[src/inc/uepc_defs.svh]
`ifndef UEPC_DEFS_SVH
`define UEPC_DEFS_SVH

// ----------------------------------------
// Register offsets
// ----------------------------------------
`define UEPC_OFF_IRQ_EN 8'hC2
`define UEPC_OFF_EP_SEL 8'hC7
`define UEPC_OFF_EP_STAT 8'hCE
`define UEPC_OFF_FIFO_RST 8'hD5
`define UEPC_OFF_IRQ_SUM 8'hF8

// ----------------------------------------
// Sizes and reset values
// ----------------------------------------
`define UEPC_NUM_EP 7
`define UEPC_NUM_SRC 5
`define UEPC_SEL_W 3
`define UEPC_RSVD_BIT 7
`define UEPC_BYTE_ZERO 8'h00
`define UEPC_EP_ZERO 7'h00
`define UEPC_SEL_ZERO 3'h0
`define UEPC_SRC_ZERO 5'h00
`define UEPC_SRC_ONES 5'h1F
`define UEPC_SRC_SETUP_ONLY 5'h04

// ----------------------------------------
// Status source index inside the bank
// ----------------------------------------
`define UEPC_SRC_IN 0
`define UEPC_SRC_OUTB0 1
`define UEPC_SRC_SETUP 2
`define UEPC_SRC_STALL 3
`define UEPC_SRC_OUTB1 4

// ----------------------------------------
// Bit positions in the selected status byte
// ----------------------------------------
`define UEPC_STB_IN 0
`define UEPC_STB_OUTB0 1
`define UEPC_STB_SETUP 2
`define UEPC_STB_STALL 3
`define UEPC_STB_OUTB1 6

`endif

[src/inc/uepc_pkg.sv]
package uepc_pkg;

  // ----------------------------------------
  // Shared types
  // ----------------------------------------
  typedef logic [7:0] uepc_byte_t;
  typedef logic [6:0] uepc_epvec_t;
  typedef logic [4:0] uepc_src_t;

endpackage

[src/verilog/uepc_status.sv]
`timescale 1ns/1ps
`include "uepc_defs.svh"

module uepc_status #(
  parameter int NUM_EP = `UEPC_NUM_EP
) (
  input wire logic clk,
  input wire logic rst,
  input wire logic [NUM_EP-1:0] evt_in_done,
  input wire logic [NUM_EP-1:0] evt_out_b0,
  input wire logic [NUM_EP-1:0] evt_out_b1,
  input wire logic [NUM_EP-1:0] evt_setup,
  input wire logic [NUM_EP-1:0] evt_stall_crc,
  input wire logic clr_en,
  input wire logic [`UEPC_SEL_W-1:0] clr_ep,
  input wire uepc_pkg::uepc_src_t clr_keep,
  output logic [NUM_EP*`UEPC_NUM_SRC-1:0] stat_flat,
  output logic [NUM_EP-1:0] src_any
);

  // ----------------------------------------
  // Status bank
  // ----------------------------------------
  uepc_pkg::uepc_src_t stat_q [NUM_EP];

  always_ff @(posedge clk or posedge rst)
  begin
    if (rst)
    begin
      for (int e = 0; e < NUM_EP; e++)
        stat_q[e] <= `UEPC_SRC_ZERO;
    end
    else
    begin
      for (int e = 0; e < NUM_EP; e++)
      begin
        if (evt_setup[e])
          stat_q[e] <= `UEPC_SRC_SETUP_ONLY;
        else
        begin
          // Set beats a clear in the same cycle
          stat_q[e] <= (stat_q[e] & ((clr_en && clr_ep == e[`UEPC_SEL_W-1:0]) ?
            clr_keep : `UEPC_SRC_ONES)) |
            {evt_out_b1[e], evt_stall_crc[e], 1'b0, evt_out_b0[e], evt_in_done[e]};
        end
      end
    end
  end

  always_comb
  begin
    for (int e = 0; e < NUM_EP; e++)
    begin
      stat_flat[e*`UEPC_NUM_SRC +: `UEPC_NUM_SRC] = stat_q[e];
      src_any[e] = |stat_q[e];
    end
  end

  // ----------------------------------------
  // Checks
  // ----------------------------------------
  generate
    for (genvar g = 0; g < NUM_EP; g++)
    begin : g_chk

    end
  endgenerate
endmodule // uepc_status

[src/verilog/uepc_top.sv]
// Notes on behaviour
// - Top bit of FIFO reset and summary registers always reads zero.
// - One FIFO reset bit per endpoint 0..6; set holds that FIFO in reset.
// - Clearing the bit releases the FIFO; only then may it be used.
// - Read-only summary register at F8h; bit n flags endpoint n.
// - A flag sets whenever any condition is present on its endpoint.
// - Conditions: IN done, OUT bank 0, OUT bank 1, SETUP, stall or CRC.
// - The interrupt comes from a flag only when its enable bit is set.
// - Flag clears itself once all sources clear; firmware cannot clear it.
// - Enable register: one bit per endpoint at the flag's position.
// - SETUP received sets its source and clears the other sources.
`timescale 1ns/1ps
`include "uepc_defs.svh"

module uepc_top #(
  parameter int NUM_EP = `UEPC_NUM_EP
) (
  input wire logic CORE_CLK,
  input wire logic SYS_RST,
  input wire logic [7:0] REG_ADDR,
  input wire logic [7:0] REG_WDATA,
  input wire logic REG_WR,
  input wire logic REG_RD,
  output logic [7:0] REG_RDATA,
  input wire logic [NUM_EP-1:0] EVT_IN_DONE,
  input wire logic [NUM_EP-1:0] EVT_OUT_B0,
  input wire logic [NUM_EP-1:0] EVT_OUT_B1,
  input wire logic [NUM_EP-1:0] EVT_SETUP,
  input wire logic [NUM_EP-1:0] EVT_STALL_CRC,
  output logic [NUM_EP-1:0] FIFO_RESET,
  output logic USB_IRQ
);

  // ----------------------------------------
  // Address decode
  // ----------------------------------------
  function automatic logic addr_hit(input logic [7:0] addr, input logic [7:0] off);
    addr_hit = (addr == off);
  endfunction

  function automatic uepc_pkg::uepc_byte_t stat_byte(input uepc_pkg::uepc_src_t s);
    uepc_pkg::uepc_byte_t b;
    b = `UEPC_BYTE_ZERO;
    b[`UEPC_STB_IN] = s[`UEPC_SRC_IN];
    b[`UEPC_STB_OUTB0] = s[`UEPC_SRC_OUTB0];
    b[`UEPC_STB_SETUP] = s[`UEPC_SRC_SETUP];
    b[`UEPC_STB_STALL] = s[`UEPC_SRC_STALL];
    b[`UEPC_STB_OUTB1] = s[`UEPC_SRC_OUTB1];
    stat_byte = b;
  endfunction

  logic wr_fifo_rst;
  logic wr_irq_en;
  logic wr_ep_sel;
  logic wr_ep_stat;

  assign wr_fifo_rst = REG_WR && addr_hit(REG_ADDR, `UEPC_OFF_FIFO_RST);
  assign wr_irq_en = REG_WR && addr_hit(REG_ADDR, `UEPC_OFF_IRQ_EN);
  assign wr_ep_sel = REG_WR && addr_hit(REG_ADDR, `UEPC_OFF_EP_SEL);
  assign wr_ep_stat = REG_WR && addr_hit(REG_ADDR, `UEPC_OFF_EP_STAT);

  // ----------------------------------------
  // Control registers
  // ----------------------------------------
  logic [NUM_EP-1:0] fifo_rst_q;
  logic [NUM_EP-1:0] irq_en_q;
  logic [`UEPC_SEL_W-1:0] ep_sel_q;

  // Firmware owns these bits; hardware never sets them on its own
  always_ff @(posedge CORE_CLK or posedge SYS_RST)
  begin
    if (SYS_RST)
      fifo_rst_q <= `UEPC_EP_ZERO;
    else if (wr_fifo_rst)
      fifo_rst_q <= REG_WDATA[NUM_EP-1:0];
  end

  always_ff @(posedge CORE_CLK or posedge SYS_RST)
  begin
    if (SYS_RST)
      irq_en_q <= `UEPC_EP_ZERO;
    else if (wr_irq_en)
      irq_en_q <= REG_WDATA[NUM_EP-1:0];
  end

  always_ff @(posedge CORE_CLK or posedge SYS_RST)
  begin
    if (SYS_RST)
      ep_sel_q <= `UEPC_SEL_ZERO;
    else if (wr_ep_sel)
      ep_sel_q <= REG_WDATA[`UEPC_SEL_W-1:0];
  end

  // ----------------------------------------
  // Status sources
  // ----------------------------------------
  logic [NUM_EP*`UEPC_NUM_SRC-1:0] stat_flat;
  logic [NUM_EP-1:0] src_any;
  uepc_pkg::uepc_src_t clr_keep;

  // Writing zero to a status bit clears it; writing one keeps it
  assign clr_keep = {REG_WDATA[`UEPC_STB_OUTB1], REG_WDATA[`UEPC_STB_STALL],
    REG_WDATA[`UEPC_STB_SETUP], REG_WDATA[`UEPC_STB_OUTB0], REG_WDATA[`UEPC_STB_IN]};

  uepc_status #(
    .NUM_EP(NUM_EP)
  ) u_status (
    .clk(CORE_CLK),
    .rst(SYS_RST),
    .evt_in_done(EVT_IN_DONE),
    .evt_out_b0(EVT_OUT_B0),
    .evt_out_b1(EVT_OUT_B1),
    .evt_setup(EVT_SETUP),
    .evt_stall_crc(EVT_STALL_CRC),
    .clr_en(wr_ep_stat),
    .clr_ep(ep_sel_q),
    .clr_keep(clr_keep),
    .stat_flat(stat_flat),
    .src_any(src_any)
  );

  uepc_pkg::uepc_src_t sel_stat;

  // Out-of-range selection reads as an empty endpoint
  always_comb
  begin
    sel_stat = `UEPC_SRC_ZERO;
    for (int e = 0; e < NUM_EP; e++)
    begin
      if (ep_sel_q == e[`UEPC_SEL_W-1:0])
        sel_stat = stat_flat[e*`UEPC_NUM_SRC +: `UEPC_NUM_SRC];
    end
  end

  // ----------------------------------------
  // Flags and interrupt
  // ----------------------------------------
  logic [NUM_EP-1:0] flag_q;
  logic irq_q;
  logic [NUM_EP-1:0] gated;

  assign gated = src_any & irq_en_q;

  // No write path: the flag follows its sources only
  always_ff @(posedge CORE_CLK or posedge SYS_RST)
  begin
    if (SYS_RST)
      flag_q <= `UEPC_EP_ZERO;
    else
      flag_q <= src_any;
  end

  // Same timing as the flag so the two never disagree
  always_ff @(posedge CORE_CLK or posedge SYS_RST)
  begin
    if (SYS_RST)
      irq_q <= 1'b0;
    else
      irq_q <= |gated;
  end

  // ----------------------------------------
  // Read port
  // ----------------------------------------
  logic [7:0] rdata_q;

  always_ff @(posedge CORE_CLK or posedge SYS_RST)
  begin
    if (SYS_RST)
      rdata_q <= `UEPC_BYTE_ZERO;
    else if (REG_RD)
    begin
      rdata_q <= `UEPC_BYTE_ZERO;
      if (addr_hit(REG_ADDR, `UEPC_OFF_FIFO_RST))
        rdata_q[NUM_EP-1:0] <= fifo_rst_q;
      else if (addr_hit(REG_ADDR, `UEPC_OFF_IRQ_SUM))
        rdata_q[NUM_EP-1:0] <= flag_q;
      else if (addr_hit(REG_ADDR, `UEPC_OFF_IRQ_EN))
        rdata_q[NUM_EP-1:0] <= irq_en_q;
      else if (addr_hit(REG_ADDR, `UEPC_OFF_EP_SEL))
        rdata_q[`UEPC_SEL_W-1:0] <= ep_sel_q;
      else if (addr_hit(REG_ADDR, `UEPC_OFF_EP_STAT))
        rdata_q <= stat_byte(sel_stat);
    end
    else
      rdata_q <= `UEPC_BYTE_ZERO;
  end

  assign REG_RDATA = rdata_q;
  assign FIFO_RESET = fifo_rst_q;
  assign USB_IRQ = irq_q;
endmodule // uepc_top

[config.mk]
export PLATFORM = sky130hd
export DESIGN_NAME = uepc_top
export DESIGN_NICKNAME = d
export VERILOG_FILES = /design/src/inc/uepc_pkg.sv /design/src/verilog/uepc_status.sv /design/src/verilog/uepc_top.sv
export VERILOG_INCLUDE_DIRS = /design/src /design/src/inc
export SDC_FILE = /design/constraint.sdc
export NUM_CORES = 1
export LEC_CHECK = 0
export BUFFER_PORTS_ARGS = -buffer_cell sky130_fd_sc_hd__buf_2
export CORE_UTILIZATION = 54
export DETAILED_ROUTE_END_ITERATION = 12
export HOLD_SLACK_MARGIN = 0.06
export PLACE_DENSITY = 0.88
export SYNTH_ARGS = -nofsm -noshare
export SYNTH_HDL_FRONTEND = slang
export SYNTH_SLANG_ARGS = --single-unit
[constraint.sdc]
create_clock -name CORE_CLK -period 2.5 [get_ports CORE_CLK]
set_input_delay 0.5 -clock CORE_CLK [delete_from_list [all_inputs] [get_ports CORE_CLK]]
set_output_delay 0.5 -clock CORE_CLK [all_outputs]
set_load 0.005 [all_outputs]
Yosys cells after proc, flatten, opt, wreduce, memory -nomap -nowiden
Cells that the tools add are included.
- equality and inequality tests: 11
- muxes and demuxes: 29
- bitwise logic cells: 15
- reductions and logical operators: 20
- operator list (cell ; number):
    2-to-1 mux 5 bit ; 21
    == test 8 bit, second input constant ; 5
    AND 5 bit ; 7
    OR 5 bit ; 7
    OR reduction 5 bit ; 7
    2-to-1 mux 7 bit ; 4
    logical AND 1 bit ; 11
    == test 3 bit, second input constant ; 3
    2-to-1 mux 8 bit ; 1
    AND 7 bit ; 1
    OR reduction 7 bit ; 1
    == test 3 x 2 -> 1 bit, second input constant ; 2
    2-to-1 mux 4 bit ; 1
    == test 3 x 1 -> 1 bit, second input constant ; 1
    logical NOT 3 bit ; 1
    2-to-1 mux 3 bit ; 1
    2-to-1 mux 1 bit ; 1
- bits in registers: 68
- input bits: 55
- output and inout port bits: 16
- word-level logic and storage cells: 88

Depth between registers and ports, before layout
- depth after elaboration: 14
- gate-level depth with buffers: 7

By module
Synthesis repeated with hierarchy kept, for this count alone.
- cells, all modules: 341
- area, all modules: 3573.4 µm²
- by module, submodules not included (module ; times used ; cells an instance ; area an instance (µm²) ; seq. area each (µm²)):
    uepc_top ; 1 ; 172 ; 1864.3 ; 800.8
    uepc_status ; 1 ; 169 ; 1709.1 ; 875.8

Worst setup path before layout
Ideal clock, no wire load.
- kind: in2reg
- start: in REG_ADDR[5]
- end: reg irq_en_q[0]
- library setup time: 0.125 ns
- data arrival time: 1.651 ns
- slack: 0.724 ns
- cell stages on the path: 6
- path buffers: 1
- cells stage by stage: and4bb_1 and3b_1 and2_1 buf_4 nand2_2 mux2_2
- longest elaborated chain between the ends: 2
- ends and longest elaborated chain (item ; RTL line ; source):
    start: declaration ; uepc_top.sv:20 ; input wire logic [7:0] REG_ADDR,
    == test 8 bit ; uepc_top.sv:38 ; addr_hit = (addr == off);
    logical AND 1 bit ; uepc_top.sv:58 ; assign wr_irq_en = REG_WR && addr_hit(REG_ADDR, `UEPC_OFF_IRQ_EN);
    end signal: assignment ; uepc_top.sv:81 ; irq_en_q <= `UEPC_EP_ZERO;
    end signal: assignment ; uepc_top.sv:83 ; irq_en_q <= REG_WDATA[NUM_EP-1:0];
    end: declaration ; uepc_top.sv:66 ; logic [NUM_EP-1:0] irq_en_q;
Every way passes these cells.
A chain may end at the register's enable or synchronous reset.

Worst setup path after layout
- start: reg ep_sel_q[1]
- end: reg rdata_q[1] (netlist: REG_RDATA[1])
- longest elaborated chain between the ends: 14
- elaborated cells between the ends (all ways): 20
- ends and longest elaborated chain (item ; RTL line ; source):
    start: declaration ; uepc_top.sv:67 ; logic [`UEPC_SEL_W-1:0] ep_sel_q;
    start signal: assignment ; uepc_top.sv:89 ; ep_sel_q <= `UEPC_SEL_ZERO;
    start signal: assignment ; uepc_top.sv:91 ; ep_sel_q <= REG_WDATA[`UEPC_SEL_W-1:0];
    logical NOT 3 bit ; uepc_top.sv:130 ; if (ep_sel_q == e[`UEPC_SEL_W-1:0])
    2-to-1 mux 5 bit (7 in a row) ; uepc_top.sv:130 ;
    2-to-1 mux 7 bit ; uepc_top.sv:182 ; else if (addr_hit(REG_ADDR, `UEPC_OFF_EP_STAT))
    2-to-1 mux 3 bit (*) ; uepc_top.sv:180 ; else if (addr_hit(REG_ADDR, `UEPC_OFF_EP_SEL))
    2-to-1 mux 7 bit (*) ; uepc_top.sv:178 ; else if (addr_hit(REG_ADDR, `UEPC_OFF_IRQ_EN))
    2-to-1 mux 7 bit (*) ; uepc_top.sv:176 ; else if (addr_hit(REG_ADDR, `UEPC_OFF_IRQ_SUM))
    2-to-1 mux 7 bit (*) ; uepc_top.sv:174 ; if (addr_hit(REG_ADDR, `UEPC_OFF_FIFO_RST))
    2-to-1 mux 8 bit (*) ; uepc_top.sv:171 ; else if (REG_RD)
    end signal: indexed assignment ; uepc_top.sv:175 ; rdata_q[NUM_EP-1:0] <= fifo_rst_q;
    end signal: indexed assignment ; uepc_top.sv:177 ; rdata_q[NUM_EP-1:0] <= flag_q;
    end signal: indexed assignment ; uepc_top.sv:179 ; rdata_q[NUM_EP-1:0] <= irq_en_q;
    end: declaration ; uepc_top.sv:165 ; logic [7:0] rdata_q;
Every way passes the cells marked *; elsewhere a longest branch is shown, timed or not.

==> metrics.csv <==
metric,value,unit
dpl_cell_area,3630,um^2
fin_worst_skew,0.00651,ns
wl_per_cell,17.9,um
tns,0,ns
stdcell_area,3820,um^2
post-route-min-period,1.98,ns
diodes,0,
multiInputGateArea,1380,um^2
synth.largest_area_cell,dfrtp_1,
grt_pass1_wl,13600,um
power_density,606,nW/um^2
arrival,2.26,ns
overflow,0,
cts_buffers,9,
core_area,5640,um^2
status,finished clean,
hpwl,6030,um
cts_max_level,3,
nFillCells,432,
final-hold-violation-count,0,
drc_errors,0,
critPathMaxFanout,13,
port_buffers,68,
clkLatencyLatePin,0.35,ns
start_util,57.4,%
synth_area,3240,um^2
seqCellArea,1680,um^2
via_count,2872,
cp-start-kind,register,
hold_path.class,in2async,
postCtsSetupRepairBufs,0,
antenna_found_initial,0,
nets,446,
finalCritPeriodShare,79.0,%
synthToLayoutAreaGrowth,18.0,%
cts-root-buf,clkbuf_8,
relSlewSlack,58.5,%
end_kind,register,
clockBufferDepth,2,
hold_buffers,0,
drt_pass1_iterations,6,
final_util,67.7,%
grt_start_max_net_pins,40,
synth_cells,322,
tightest_slew,0.622,ns
setup_viol,0,
worstSetupPathType,reg2reg,
fp-row-count,27,
postRouteAntennaNets,0,
synth-warning-count,0,
yosys-top-cells-area,"dfrtp_1, o21ai_0, mux2_2",
p_leak,1.79,nW
max_clock_freq,506,MHz
first_global_vias,2798,
groute.usage.overall,29.0,%
synth_nets,377,
syn_avg_cell_area,10.1,um^2
drt_iter0_markers,364,
drv_slew,0,
viasPerCell,6.14,
die-area,6310,um^2
synth-seq-cells,67,
cp.required,2.79,ns
cts.repair.resized,0,
ys_types,38,
drive_above_1_share,27.5,%
ys_seq_area_share,51.8,%
die_w,79.4,um
synth_top_cell_area_share,51.8,%
die_y,79.4,um
wl,8360,um
holdWs,0.219,ns
power.total,2.32,mW
peakVddDrop,0.348,mV
drv_cap,0,
clk_pin_slew_worst_paths,0.07,ns
routabilityCongestion,0.941,
pin_count,71,
rsz0062_at_grt,false,
cts.sinks,67,
cts_tree,yes,
==> logic make-up (layout without fill, tap and decap cells) <==
logic type             after synthesis  count (layout)  share of synthesized area [%]
other                                1               1                          0.116
DFF                                 67              67                           51.8
and+or+nand+nor                     80              80                           13.3
buffers and inverters               42             116                           5.60
AOI/OAI and AO/OA                  101             101                           18.9
muxes                               31              31                           10.3
==> path summary, 6_finish.rpt <==
kind	cells after the start	from	end	slack, ns
max	6	ep_sel_q[1]$_DFFE_PP0P_	REG_RDATA[1]$_DFF_PP0_	0.52
max in group asynchronous	3	SYS_RST	USB_IRQ$_DFF_PP0_	1.66
min reg2reg	2	flag_q[1]$_DFF_PP0_	REG_RDATA[1]$_DFF_PP0_	0.53
min	2	SYS_RST	u_status.stat_flat[27]$_DFF_PP0_	0.22
min in group CORE_CLK	2	EVT_SETUP[4]	u_status.stat_flat[21]$_DFF_PP0_	0.35
max reg2reg	6	ep_sel_q[1]$_DFFE_PP0P_	REG_RDATA[1]$_DFF_PP0_	0.52
==> placed cells by master (no fill, tap or decap), types with 2 or more instances in the layout <==
cell type,count
o2bb2ai_1,3
nand4_1,4
nor2_1,15
o221ai_1,3
dfrtp_1,67
and4_1,3
a221oi_1,4
inv_1,29
and3_1,4
o22ai_1,2
nor2b_1,6
a22oi_1,2
clkinv_2,3
mux2_2,18
buf_2,68
a2bb2oi_1,3
clkbuf_8,10
nand2_1,13
a211oi_1,3
nand2b_1,8
o21ai_0,42
a221o_1,3
mux2i_1,13
a21oi_2,3
nand3_1,5
a222oi_1,3
a21oi_1,29
nor3_1,15
==> per-layer routing <==
metal / global-route usage [%] / part of all wire [%]
met1: 35.9 / 41
met2: 48.5 / 49
met3: 6.40 / 7.4
met4: 12.9 / 2.4
met5: 0 / 0
==> sequential cells by signal (all words and copies together), names as in the netlist <==
signal / cells
FIFO_RESET: 7
REG_RDATA: 7
USB_IRQ: 1
ep_sel_q: 3
flag_q: 7
irq_en_q: 7
u_status.stat_flat: 35
==> stage by stage <==
step / instances / setup WS (ns)
5_1_grt: 468 / 0.398
3_3_place_gp: 452 / 0.408
6_report: 468 / 0.524
3_5_place_dp: 452 / 0.361
2_1_floorplan: 322 / 0.317
4_1_cts: 468 / 0.557
==> synth_stat cells (all sizes together) <==
cell / n
nand2b: 8
mux2: 18
o221ai: 3
nand4bb: 1
nand4: 4
and4bb: 1
conb: 1
nand4b: 1
a211oi: 3
and3: 4
clkbuf: 4
and3b: 1
a221o: 3
o2bb2ai: 3
o211ai: 1
nor3: 15
a221oi: 4
a2bb2oi: 3
and2: 1
nor2: 15
o22ai: 2
nand3: 5
o21ai: 42
buf: 8
nand2: 14
a21oi: 32
and4: 3
mux2i: 13
nor2b: 6
dfrtp: 67
a22oi: 2
a222oi: 3
or2: 1
inv: 30
==> critical path: stages (launching register included) <==
cell and delay, ns:
dfrtp_1 0.55, buf_4 0.29, mux2i_1 0.11, a211oi_1 0.29
o221ai_1 0.22, a221o_1 0.34, a21oi_2 0.12
==> where the power goes <==
group          total, mW  internal, mW  switching, mW
clock              0.899         0.483          0.416
combinational      0.234         0.103          0.131
sequential          1.18          1.13         0.0506
==> cell type report <==
cell class                 count  area share, %
clock buffer                  11           3.70
inverter                      30           2.95
tap                           72           2.36
multi-input combinational    213           36.1
sequential                    67           43.9
clock inverter                 5           1.38
timing repair buffer          70           9.63
No activity file was read; power rests on OpenSTA's default activity.
